### config.mk
export PLATFORM = sky130hd
export DESIGN_NAME = output_channel_divider
export DESIGN_NICKNAME = d
export VERILOG_FILES = /design/src/output_channel_divider_pkg.sv /design/src/output_channel_divider.sv
export SDC_FILE = /design/constraint.sdc
export NUM_CORES = 1
export LEC_CHECK = 0
export BUFFER_PORTS_ARGS = -buffer_cell sky130_fd_sc_hd__buf_2
export CAP_MARGIN = 20
export CELL_PAD_IN_SITES_DETAIL_PLACEMENT = 1
export CELL_PAD_IN_SITES_GLOBAL_PLACEMENT = 1
export CORE_MARGIN = 5
export CORE_UTILIZATION = 42
export CTS_BUF_LIST = sky130_fd_sc_hd__clkbuf_8
export CTS_CLUSTER_DIAMETER = 120
export DETAILED_ROUTE_END_ITERATION = 8
export GPL_ROUTABILITY_DRIVEN = 0
export HOLD_SLACK_MARGIN = 0.15
export PLACE_DENSITY = 0.82
export SLEW_MARGIN = 0
export SYNTH_ARGS = -nofsm -noshare
export SYNTH_HDL_FRONTEND = slang
export SYNTH_SLANG_ARGS = --single-unit
export TNS_END_PERCENT = 20
### constraint.sdc
create_clock -name pclk -period 2.55 [get_ports pclk]
set_input_delay 0.255 -clock pclk [delete_from_list [all_inputs] [get_ports pclk]]
set_output_delay 0.255 -clock pclk [all_outputs]
set_load 0.02 [all_outputs]
### src/output_channel_divider_pkg.sv
// Shared constants and types for the output channel divider block
package output_channel_divider_pkg;

	// Register indices; the APB byte address is four times the index
	localparam logic [9:0]  IDX_CH1_ROUTE_DCC    = 10'h195;
	localparam logic [9:0]  IDX_CH2_PHASE_LENGTHS = 10'h196;
	localparam logic [9:0]  IDX_CH2_DIVIDER_CONTROL = 10'h197;
	localparam logic [9:0]  IDX_CH2_ROUTE_DCC    = 10'h198;
	localparam logic [9:0]  IDX_INPUT_SELECT     = 10'h1e1;
	localparam logic [9:0]  IDX_ALIGN_CONTROL    = 10'h1f0;
	localparam logic [9:0]  IDX_DIVIDER_STATUS   = 10'h1f1;

	// Field positions
	localparam int ROUTE_DIRECT_BIT  = 1;
	localparam int ROUTE_DCC_OFF_BIT = 0;
	localparam int CTL_BYPASS_BIT    = 7;
	localparam int CTL_NOALIGN_BIT   = 6;
	localparam int CTL_FORCE_BIT     = 5;
	localparam int CTL_START_BIT     = 4;
	localparam int LEN_LOW_MSB       = 7;
	localparam int LEN_LOW_LSB       = 4;
	localparam int LEN_HIGH_MSB      = 3;
	localparam int LEN_HIGH_LSB      = 0;
	localparam int CTL_PHASE_MSB     = 3;
	localparam int CTL_PHASE_LSB     = 0;
	localparam int INSEL_VCO_BIT     = 1;
	localparam int INSEL_BYP_BIT     = 0;

	// Reset values
	localparam logic [7:0] RST_ROUTE_DCC = 8'h00;
	localparam logic [7:0] RST_LENGTHS   = 8'h00;
	localparam logic [7:0] RST_CONTROL   = 8'h00;
	localparam logic [1:0] RST_INSEL     = 2'h0;
	localparam logic       RST_ALIGN     = 1'b0;

	// Input select codes that enable the direct route
	localparam logic [1:0] INSEL_DIRECT_VCO = 2'h2;
	localparam logic [1:0] INSEL_DIRECT_CLK = 2'h0;

	// Divider sequencer states, one-hot
	typedef enum logic [3:0] {
		DIV_HOLD = 4'h1,
		DIV_WAIT = 4'h2,
		DIV_LOW  = 4'h4,
		DIV_HIGH = 4'h8
	} div_state_t;

	// Complementary output pair
	typedef struct packed {
		logic a;
		logic b;
	} out_pair_t;

	// Whole state of the top module
	typedef struct packed {
		logic [7:0]  ch1_route_dcc;
		logic [7:0]  ch2_phase_lengths;
		logic [7:0]  ch2_divider_control;
		logic [7:0]  ch2_route_dcc;
		logic [1:0]  input_select;
		logic        align_hold;
		div_state_t  div_state;
		logic [3:0]  div_cnt;
		logic        div_out;
		out_pair_t   pair1;
		out_pair_t   pair2;
		logic [1:0]  dcc_disable;
		logic [31:0] prdata;
		logic        pready;
		logic        pslverr;
	} block_state_t;

endpackage

### src/output_channel_divider.sv
// Output channel dividers, direct routes and their APB register file
//
// Function
// - Direct bit clear: pair one from divider
// - Direct bit set: VCO, clock, or none
// - Bit zero disables duty-cycle correction
// - Low phase lasts field plus one
// - High phase lasts field plus one
// - Bypass passes divider input straight out
// - Exempt divider ignores the alignment signal
// - Force level applies only when exempt
// - Force ignored while divider is bypassed
// - Start bit picks first toggling level
// - Four-bit phase offset delays the output
// - Direct bit routes pair two likewise
// - Input select chooses VCO, bypass exclusive
// - Alignment holds; falling soft bit triggers
`timescale 1ns/1ps

module output_channel_divider (
	input  wire logic        pclk,
	input  wire logic        presetn,
	input  wire logic        psel,
	input  wire logic        penable,
	input  wire logic        pwrite,
	input  wire logic [11:0] paddr,
	input  wire logic [31:0] pwdata,
	output logic      [31:0] prdata,
	output logic             pready,
	output logic             pslverr,
	input  wire logic        vco_in,
	input  wire logic        clk_in,
	input  wire logic        vco_div_in,
	input  wire logic        ch1_div_in,
	output logic             pair1_out_a,
	output logic             pair1_out_b,
	output logic             pair2_out_a,
	output logic             pair2_out_b,
	output logic [1:0]       duty_correction_disable
);

	// Registered state and its next value
	output_channel_divider_pkg::block_state_t state_r;
	output_channel_divider_pkg::block_state_t state_nxt;

	// Decoded access controls
	logic       setup_phase;   // First cycle of an APB transfer
	logic       write_commit;  // Write takes effect this edge
	logic [9:0] reg_index;     // Word index from the byte address
	logic       addr_aligned;  // Low address bits are zero

	// Field views of the channel two registers
	logic [3:0] low_len;       // Low phase length minus one
	logic [3:0] high_len;      // High phase length minus one
	logic [3:0] phase_off;     // Phase offset in pclk cycles
	logic       bypass;        // Divider bypassed
	logic       no_align;      // Divider exempt from alignment
	logic       force_high;    // Static level when exempt
	logic       start_high;    // First level after release
	logic       held;          // Alignment hold applies to divider
	logic       src_level;     // Divider input level
	logic       route_vco;     // Select code routes the VCO
	logic       route_clk;     // Select code routes the clock input
	logic [3:0] phase_last;    // Last count of the offset wait
	logic [7:0] wbyte;         // Write data low byte
	logic [1:0] insel_wr;      // Input select after exclusivity fix
	logic       div_level;     // Divider output from next state

	// Bus phase decode
	always_comb begin
		setup_phase  = psel && !penable;
		write_commit = psel && penable && pwrite && state_r.pready;
		reg_index    = paddr[11:2];
		addr_aligned = (paddr[1:0] == 2'h0);
		wbyte        = pwdata[7:0];
	end

	// Field extraction
	always_comb begin
		low_len    = state_r.ch2_phase_lengths[
			output_channel_divider_pkg::LEN_LOW_MSB:
			output_channel_divider_pkg::LEN_LOW_LSB];
		high_len   = state_r.ch2_phase_lengths[
			output_channel_divider_pkg::LEN_HIGH_MSB:
			output_channel_divider_pkg::LEN_HIGH_LSB];
		phase_off  = state_r.ch2_divider_control[
			output_channel_divider_pkg::CTL_PHASE_MSB:
			output_channel_divider_pkg::CTL_PHASE_LSB];
		bypass     = state_r.ch2_divider_control[
			output_channel_divider_pkg::CTL_BYPASS_BIT];
		no_align   = state_r.ch2_divider_control[
			output_channel_divider_pkg::CTL_NOALIGN_BIT];
		force_high = state_r.ch2_divider_control[
			output_channel_divider_pkg::CTL_FORCE_BIT];
		start_high = state_r.ch2_divider_control[
			output_channel_divider_pkg::CTL_START_BIT];
		phase_last = phase_off - 4'h1;
	end

	// Source and route selection
	always_comb begin
		// VCO wins over the divider bypass, so one setting excludes the
		// other and the VCO is only ever passed unbypassed
		if (state_r.input_select[output_channel_divider_pkg::INSEL_VCO_BIT])
		begin
			src_level = vco_in;
		end else if (state_r.input_select[
			output_channel_divider_pkg::INSEL_BYP_BIT]) begin
			src_level = clk_in;
		end else begin
			src_level = vco_div_in;
		end
		// Code 01 and the illegal 11 leave the dividers in charge
		route_vco = (state_r.input_select ==
			output_channel_divider_pkg::INSEL_DIRECT_VCO);
		route_clk = (state_r.input_select ==
			output_channel_divider_pkg::INSEL_DIRECT_CLK);
		// Exempt dividers never see the hold
		held = state_r.align_hold && !no_align;
	end

	// Input select write with the two options kept exclusive
	always_comb begin
		insel_wr = wbyte[1:0];
		if (insel_wr[output_channel_divider_pkg::INSEL_VCO_BIT]) begin
			// Bypass cannot accompany the VCO selection
			insel_wr[output_channel_divider_pkg::INSEL_BYP_BIT] = 1'b0;
		end
	end

	// Next state: registers, divider sequencer, outputs and bus answer
	always_comb begin
		state_nxt = state_r;

		// Register writes take effect only at the committing edge
		if (write_commit && addr_aligned) begin
			if (reg_index ==
				output_channel_divider_pkg::IDX_CH1_ROUTE_DCC) begin
				state_nxt.ch1_route_dcc = wbyte;
			end else if (reg_index ==
				output_channel_divider_pkg::IDX_CH2_PHASE_LENGTHS) begin
				state_nxt.ch2_phase_lengths = wbyte;
			end else if (reg_index ==
				output_channel_divider_pkg::IDX_CH2_DIVIDER_CONTROL) begin
				state_nxt.ch2_divider_control = wbyte;
			end else if (reg_index ==
				output_channel_divider_pkg::IDX_CH2_ROUTE_DCC) begin
				state_nxt.ch2_route_dcc = wbyte;
			end else if (reg_index ==
				output_channel_divider_pkg::IDX_INPUT_SELECT) begin
				state_nxt.input_select = insel_wr;
			end else if (reg_index ==
				output_channel_divider_pkg::IDX_ALIGN_CONTROL) begin
				// A high bit holds; its fall releases the hold
				state_nxt.align_hold = wbyte[0];
			end
		end

		// Divider sequencer; a hold overrides every state
		if (held) begin
			state_nxt.div_state = output_channel_divider_pkg::DIV_HOLD;
			state_nxt.div_cnt   = 4'h0;
		end else begin
			case (state_r.div_state)
				output_channel_divider_pkg::DIV_HOLD: begin
					// Release: offset wait, or start at once
					state_nxt.div_cnt = 4'h0;
					if (phase_off != 4'h0) begin
						state_nxt.div_state =
							output_channel_divider_pkg::DIV_WAIT;
					end else if (start_high) begin
						state_nxt.div_state =
							output_channel_divider_pkg::DIV_HIGH;
					end else begin
						state_nxt.div_state =
							output_channel_divider_pkg::DIV_LOW;
					end
				end
				output_channel_divider_pkg::DIV_WAIT: begin
					// Output delayed by the offset count
					if (state_r.div_cnt >= phase_last) begin
						state_nxt.div_cnt = 4'h0;
						// First level follows the start bit
						state_nxt.div_state = start_high ?
							output_channel_divider_pkg::DIV_HIGH :
							output_channel_divider_pkg::DIV_LOW;
					end else begin
						state_nxt.div_cnt = state_r.div_cnt + 4'h1;
					end
				end
				output_channel_divider_pkg::DIV_LOW: begin
					// Low for field plus one cycles
					if (state_r.div_cnt >= low_len) begin
						state_nxt.div_cnt   = 4'h0;
						state_nxt.div_state =
							output_channel_divider_pkg::DIV_HIGH;
					end else begin
						state_nxt.div_cnt = state_r.div_cnt + 4'h1;
					end
				end
				output_channel_divider_pkg::DIV_HIGH: begin
					// High for field plus one cycles
					if (state_r.div_cnt >= high_len) begin
						state_nxt.div_cnt   = 4'h0;
						state_nxt.div_state =
							output_channel_divider_pkg::DIV_LOW;
					end else begin
						state_nxt.div_cnt = state_r.div_cnt + 4'h1;
					end
				end
				default: begin
					// Lost one-hot code falls back to the hold state
					state_nxt.div_state =
						output_channel_divider_pkg::DIV_HOLD;
					state_nxt.div_cnt   = 4'h0;
				end
			endcase
		end

		// Divider output level; hold and wait show the start level
		case (state_nxt.div_state)
			output_channel_divider_pkg::DIV_HIGH: div_level = 1'b1;
			output_channel_divider_pkg::DIV_LOW:  div_level = 1'b0;
			default:                              div_level = start_high;
		endcase
		if (bypass) begin
			// Input straight through; force has no say here
			state_nxt.div_out = src_level;
		end else if (no_align) begin
			// Exempt divider sits at the forced level
			state_nxt.div_out = force_high;
		end else begin
			state_nxt.div_out = div_level;
		end

		// Pair one: its divider unless the direct route applies
		if (state_r.ch1_route_dcc[
			output_channel_divider_pkg::ROUTE_DIRECT_BIT] && route_vco)
		begin
			state_nxt.pair1.a = vco_in;
		end else if (state_r.ch1_route_dcc[
			output_channel_divider_pkg::ROUTE_DIRECT_BIT] && route_clk)
		begin
			state_nxt.pair1.a = clk_in;
		end else begin
			state_nxt.pair1.a = ch1_div_in;
		end
		state_nxt.pair1.b = !state_nxt.pair1.a;

		// Pair two: same choice against the third divider
		if (state_r.ch2_route_dcc[
			output_channel_divider_pkg::ROUTE_DIRECT_BIT] && route_vco)
		begin
			state_nxt.pair2.a = vco_in;
		end else if (state_r.ch2_route_dcc[
			output_channel_divider_pkg::ROUTE_DIRECT_BIT] && route_clk)
		begin
			state_nxt.pair2.a = clk_in;
		end else begin
			state_nxt.pair2.a = state_r.div_out;
		end
		state_nxt.pair2.b = !state_nxt.pair2.a;

		// Duty-cycle correction disables follow bit zero
		state_nxt.dcc_disable = {
			state_r.ch2_route_dcc[
				output_channel_divider_pkg::ROUTE_DCC_OFF_BIT],
			state_r.ch1_route_dcc[
				output_channel_divider_pkg::ROUTE_DCC_OFF_BIT]};

		// Bus answer prepared in setup, shown during the access phase
		state_nxt.pready  = setup_phase;
		state_nxt.pslverr = 1'b0;
		state_nxt.prdata  = 32'h0;
		if (setup_phase) begin
			if (!addr_aligned) begin
				// Misaligned access is refused
				state_nxt.pslverr = 1'b1;
			end else if (reg_index ==
				output_channel_divider_pkg::IDX_CH1_ROUTE_DCC) begin
				state_nxt.prdata[7:0] = state_r.ch1_route_dcc;
			end else if (reg_index ==
				output_channel_divider_pkg::IDX_CH2_PHASE_LENGTHS) begin
				state_nxt.prdata[7:0] = state_r.ch2_phase_lengths;
			end else if (reg_index ==
				output_channel_divider_pkg::IDX_CH2_DIVIDER_CONTROL) begin
				state_nxt.prdata[7:0] = state_r.ch2_divider_control;
			end else if (reg_index ==
				output_channel_divider_pkg::IDX_CH2_ROUTE_DCC) begin
				state_nxt.prdata[7:0] = state_r.ch2_route_dcc;
			end else if (reg_index ==
				output_channel_divider_pkg::IDX_INPUT_SELECT) begin
				state_nxt.prdata[1:0] = state_r.input_select;
			end else if (reg_index ==
				output_channel_divider_pkg::IDX_ALIGN_CONTROL) begin
				state_nxt.prdata[0] = state_r.align_hold;
			end else if (reg_index ==
				output_channel_divider_pkg::IDX_DIVIDER_STATUS) begin
				// Live view: divider level, hold, sequencer state
				state_nxt.prdata[5:0] = {state_r.div_state, held,
					state_r.div_out};
			end else begin
				// Unmapped address answers with an error
				state_nxt.pslverr = 1'b1;
			end
		end
	end

	// State register
	always_ff @(posedge pclk or negedge presetn) begin
		if (!presetn) begin
			state_r.ch1_route_dcc <=
				output_channel_divider_pkg::RST_ROUTE_DCC;
			state_r.ch2_phase_lengths <=
				output_channel_divider_pkg::RST_LENGTHS;
			state_r.ch2_divider_control <=
				output_channel_divider_pkg::RST_CONTROL;
			state_r.ch2_route_dcc <=
				output_channel_divider_pkg::RST_ROUTE_DCC;
			state_r.input_select <= output_channel_divider_pkg::RST_INSEL;
			state_r.align_hold   <= output_channel_divider_pkg::RST_ALIGN;
			// Leaving reset acts as one alignment release
			state_r.div_state <= output_channel_divider_pkg::DIV_HOLD;
			state_r.div_cnt   <= 4'h0;
			state_r.div_out   <= 1'b0;
			state_r.pair1     <= '{a: 1'b0, b: 1'b1};
			state_r.pair2     <= '{a: 1'b0, b: 1'b1};
			state_r.dcc_disable <= 2'h0;
			state_r.prdata    <= 32'h0;
			state_r.pready    <= 1'b0;
			state_r.pslverr   <= 1'b0;
		end else begin
			state_r <= state_nxt;
		end
	end

	// Ports straight from the state flops
	assign prdata                  = state_r.prdata;
	assign pready                  = state_r.pready;
	assign pslverr                 = state_r.pslverr;
	assign pair1_out_a             = state_r.pair1.a;
	assign pair1_out_b             = state_r.pair1.b;
	assign pair2_out_a             = state_r.pair2.a;
	assign pair2_out_b             = state_r.pair2.b;
	assign duty_correction_disable = state_r.dcc_disable;

endmodule // output_channel_divider

==> flow_metrics.tcl <==
set metrics [dict create \
    outcome "completed" \
    syn_area_sq_um 3507 \
    setup.worst_path.start_class "flip-flop" \
    vias 2629 \
    cts.sinks 60 \
    irDropWorstVdd_mv 0.2147 \
    dp.cells 467 \
    std_cell_rows 33 \
    crit_path_max_incr_delay_ns 0.53 \
    clk_pin_slew_ns 0.07 \
    fin_skew_ns 0.005572 \
    async_flop_share_pct 100.0 \
    cts_setup_buffers 0 \
    worstSetupPathType "reg2reg" \
    ys_seq_elements 60 \
    ff2ff_path_depth 7 \
    synth_area_leader_cell "dfrtp_1" \
    synth_top_cell_area_share_pct 40.67 \
    syn_avg_cell_area_sq_um 10.50 \
    hold_depth 2 \
    fin_nets 444 \
    drtAntennaViolNets 0 \
    dieArea_sq_um 10280 \
    diodes 0 \
    worst_pin_slew_ns 0.9188 \
    die_x_microns 101.4 \
    final_cell_count_no_fill 486 \
    synth_commonest_cells "57 x dfrtp_1, 36 x mux2_2, 34 x buf_4" \
    yosys.cell_count.top_type "dfrtp_1" \
    hold_ws_ns 0.1794 \
    port_buffers 44 \
    setup-tns-final_ns 0 \
    cts-buffers-inserted 9 \
    synth_ff_type "dfrtp_1" \
    antenna_found_initial 0 \
    p_total_mw 2.350 \
    core_area_sq_um 8175 \
    setup_viol 0 \
    syn_to_final_growth_pct 12.59 \
    path_cells "inv_1, ha_1, nand2b_1, a2111oi_0, o21ai_0, a21boi_0, o32ai_1" \
    grt_pass1_wl_microns 14430 \
    powerDensity_nw_per_um2 595.0 \
    drv_slew 0 \
    dr.pass1.iters 4 \
    grt-ovfl-total 0 \
    cts_root_buffer "clkbuf_8" \
    grt_usage_pct 18.51 \
    min_period_ns 2.364 \
    critPathSlowestCell "a2111oi_0" \
    insertion_delay_ns 0.36 \
    grt_pass1_vias 2761 \
    viasPerCell 5.409 \
    clock_path_buffers 2 \
    wl_per_cell_microns 18.51 \
    synth_edf_count 0 \
    hold_violations 0 \
    drc 0 \
    ioPinCount 93 \
    max_freq_mhz 422.9 \
    arrival_ns 2.61 \
    start_util_pct 42.90 \
    seq_area_frac_synth_pct 42.92 \
    endpoint_kind "flip-flop" \
    layout-drive-gt1-share_pct 29.40 \
    hp-class "in2reg" \
    wirelength_microns 8996 \
    drv_cap 0 \
    drt_iter0_markers 108 \
    hpwlAfterDp_microns 6806 \
    period_share_pct 92.73 \
    slew_headroom_pct 38.56 \
    postSynthCellCount 334 \
    cp.required_ns 2.80 \
    synth.distinct_cells 57 \
    rsz0062_at_grt "no" \
    power.leakage_nw 1.954 \
    critical_path.max_fanout 4 \
    die_y_microns 101.4 \
    pre_cts_slack_ns 0.1237 \
    synthTopCellsByArea "dfrtp_1 41%, mux2_2 12%, buf_4 7.3%" \
    final.setup.worst_slack_ns 0.1855 \
    yosysWarnings 0 \
    h-tree-depth 3 \
    cts_tree "yes" \
    grt_max_degree 33 \
]
[layout by cell type (no fill, tap or decap), types with 4 or more instances in the layout]
master	synthesis	layout
o32ai_1	4	4
nand3_1	5	5
nand2_1	12	12
mux2_2	36	36
o21ai_0	12	12
nor2b_1	8	8
conb_1	1	24
ha_1	15	15
clkbuf_8	0	9
a211oi_1	5	5
a21oi_1	10	10
xnor2_1	4	4
dfrtp_1	57	57
nor3_1	7	7
inv_1	18	18
mux2i_1	7	7
buf_2	2	44
nor2_1	29	29
a21o_1	4	4
nand2b_1	8	8
o21a_1	4	4
[critical path, delay by kind of cell (launching register included)]
kind	cells	cell delay, ns
adders and majority gates	1	0.29
buffers and inverters	1	0.11
AOI/OAI and AO/OA	4	1.31
and+or+nand+nor	1	0.14
DFF	1	0.40
[final timing paths]
path | from | endpoint | slack, ns
setup / recovery | state_r[41] | state_r[40] | 0.19
hold / removal | pwdata[2] | state_r[54] | 0.18
setup reg to reg | state_r[41] | state_r[40] | 0.19
hold reg to reg | state_nxt[35] | duty_correction_disable[1] | 0.41
max in group asynchronous | presetn | state_r[45] | 1.41
min in group asynchronous | presetn | prdata[3] | 0.47
[logic make-up (layout without fill, tap and decap cells)]
family / after synthesis / count (layout) / share of synthesized area (%)
fa+ha+maj: 15 / 15 / 5.351
buf+inv: 61 / 85 / 10.49
other cells: 1 / 24 / 0.1069
xor+xnor: 5 / 5 / 1.249
compound gates: 57 / 57 / 11.27
mux: 43 / 43 / 13.56
simple gates: 92 / 92 / 15.06
flops: 60 / 60 / 42.92
[flip-flops by register name, summed over array words and instances (netlist names), 2 cells and up]
name and flops:
state_r 26, prdata 8, high_len 4, low_len 4, phase_off 4, duty_correction_disable 2, state_nxt 2
[through the flow]
stage          utilization, %  area, sq um
6_report                48.30         3949
5_1_grt                 48.30         3949
2_1_floorplan               -         3593
4_1_cts                 48.21         3941
3_5_place_dp            45.10         3687
3_3_place_gp            45.10         3687
[area by class of cell]
cell class / count / area (sq um)
clock inverters: 7 / 100.1
inverters: 18 / 67.56
clock buffers: 9 / 123.9
well taps: 105 / 131.4
flip-flops and latches: 60 / 1505
repair buffers: 51 / 292.8
fillers: 933 / 4227
multi-input cells: 236 / 1728
[routing by layer]
layer	vias up	track usage, %	routed length [microns]
met3	18	3.719	495
met1	1308	23.29	3889
li1	1219	-	-
met4	0	8.282	193
met2	84	30.73	4418
met5	-	0	0
[timing repair]
| action | in CTS | in global routing |
|---|---|---|
| hold buffers | 3 | 0 |
| resized for setup | 0 | 3 |
| endpoints found under the setup margin | 0 | 5 |
| endpoints found under the hold margin | 31 | 0 |
[power by group]
group	switching (mW)	total [mW]	internal [mW]
clock	0.429	0.986	0.556
combinational	0.205	0.314	0.109
sequential	0.0490	1.05	1.00
total	0.683	2.35	1.67
No activity file was read; power rests on OpenSTA's default activity.
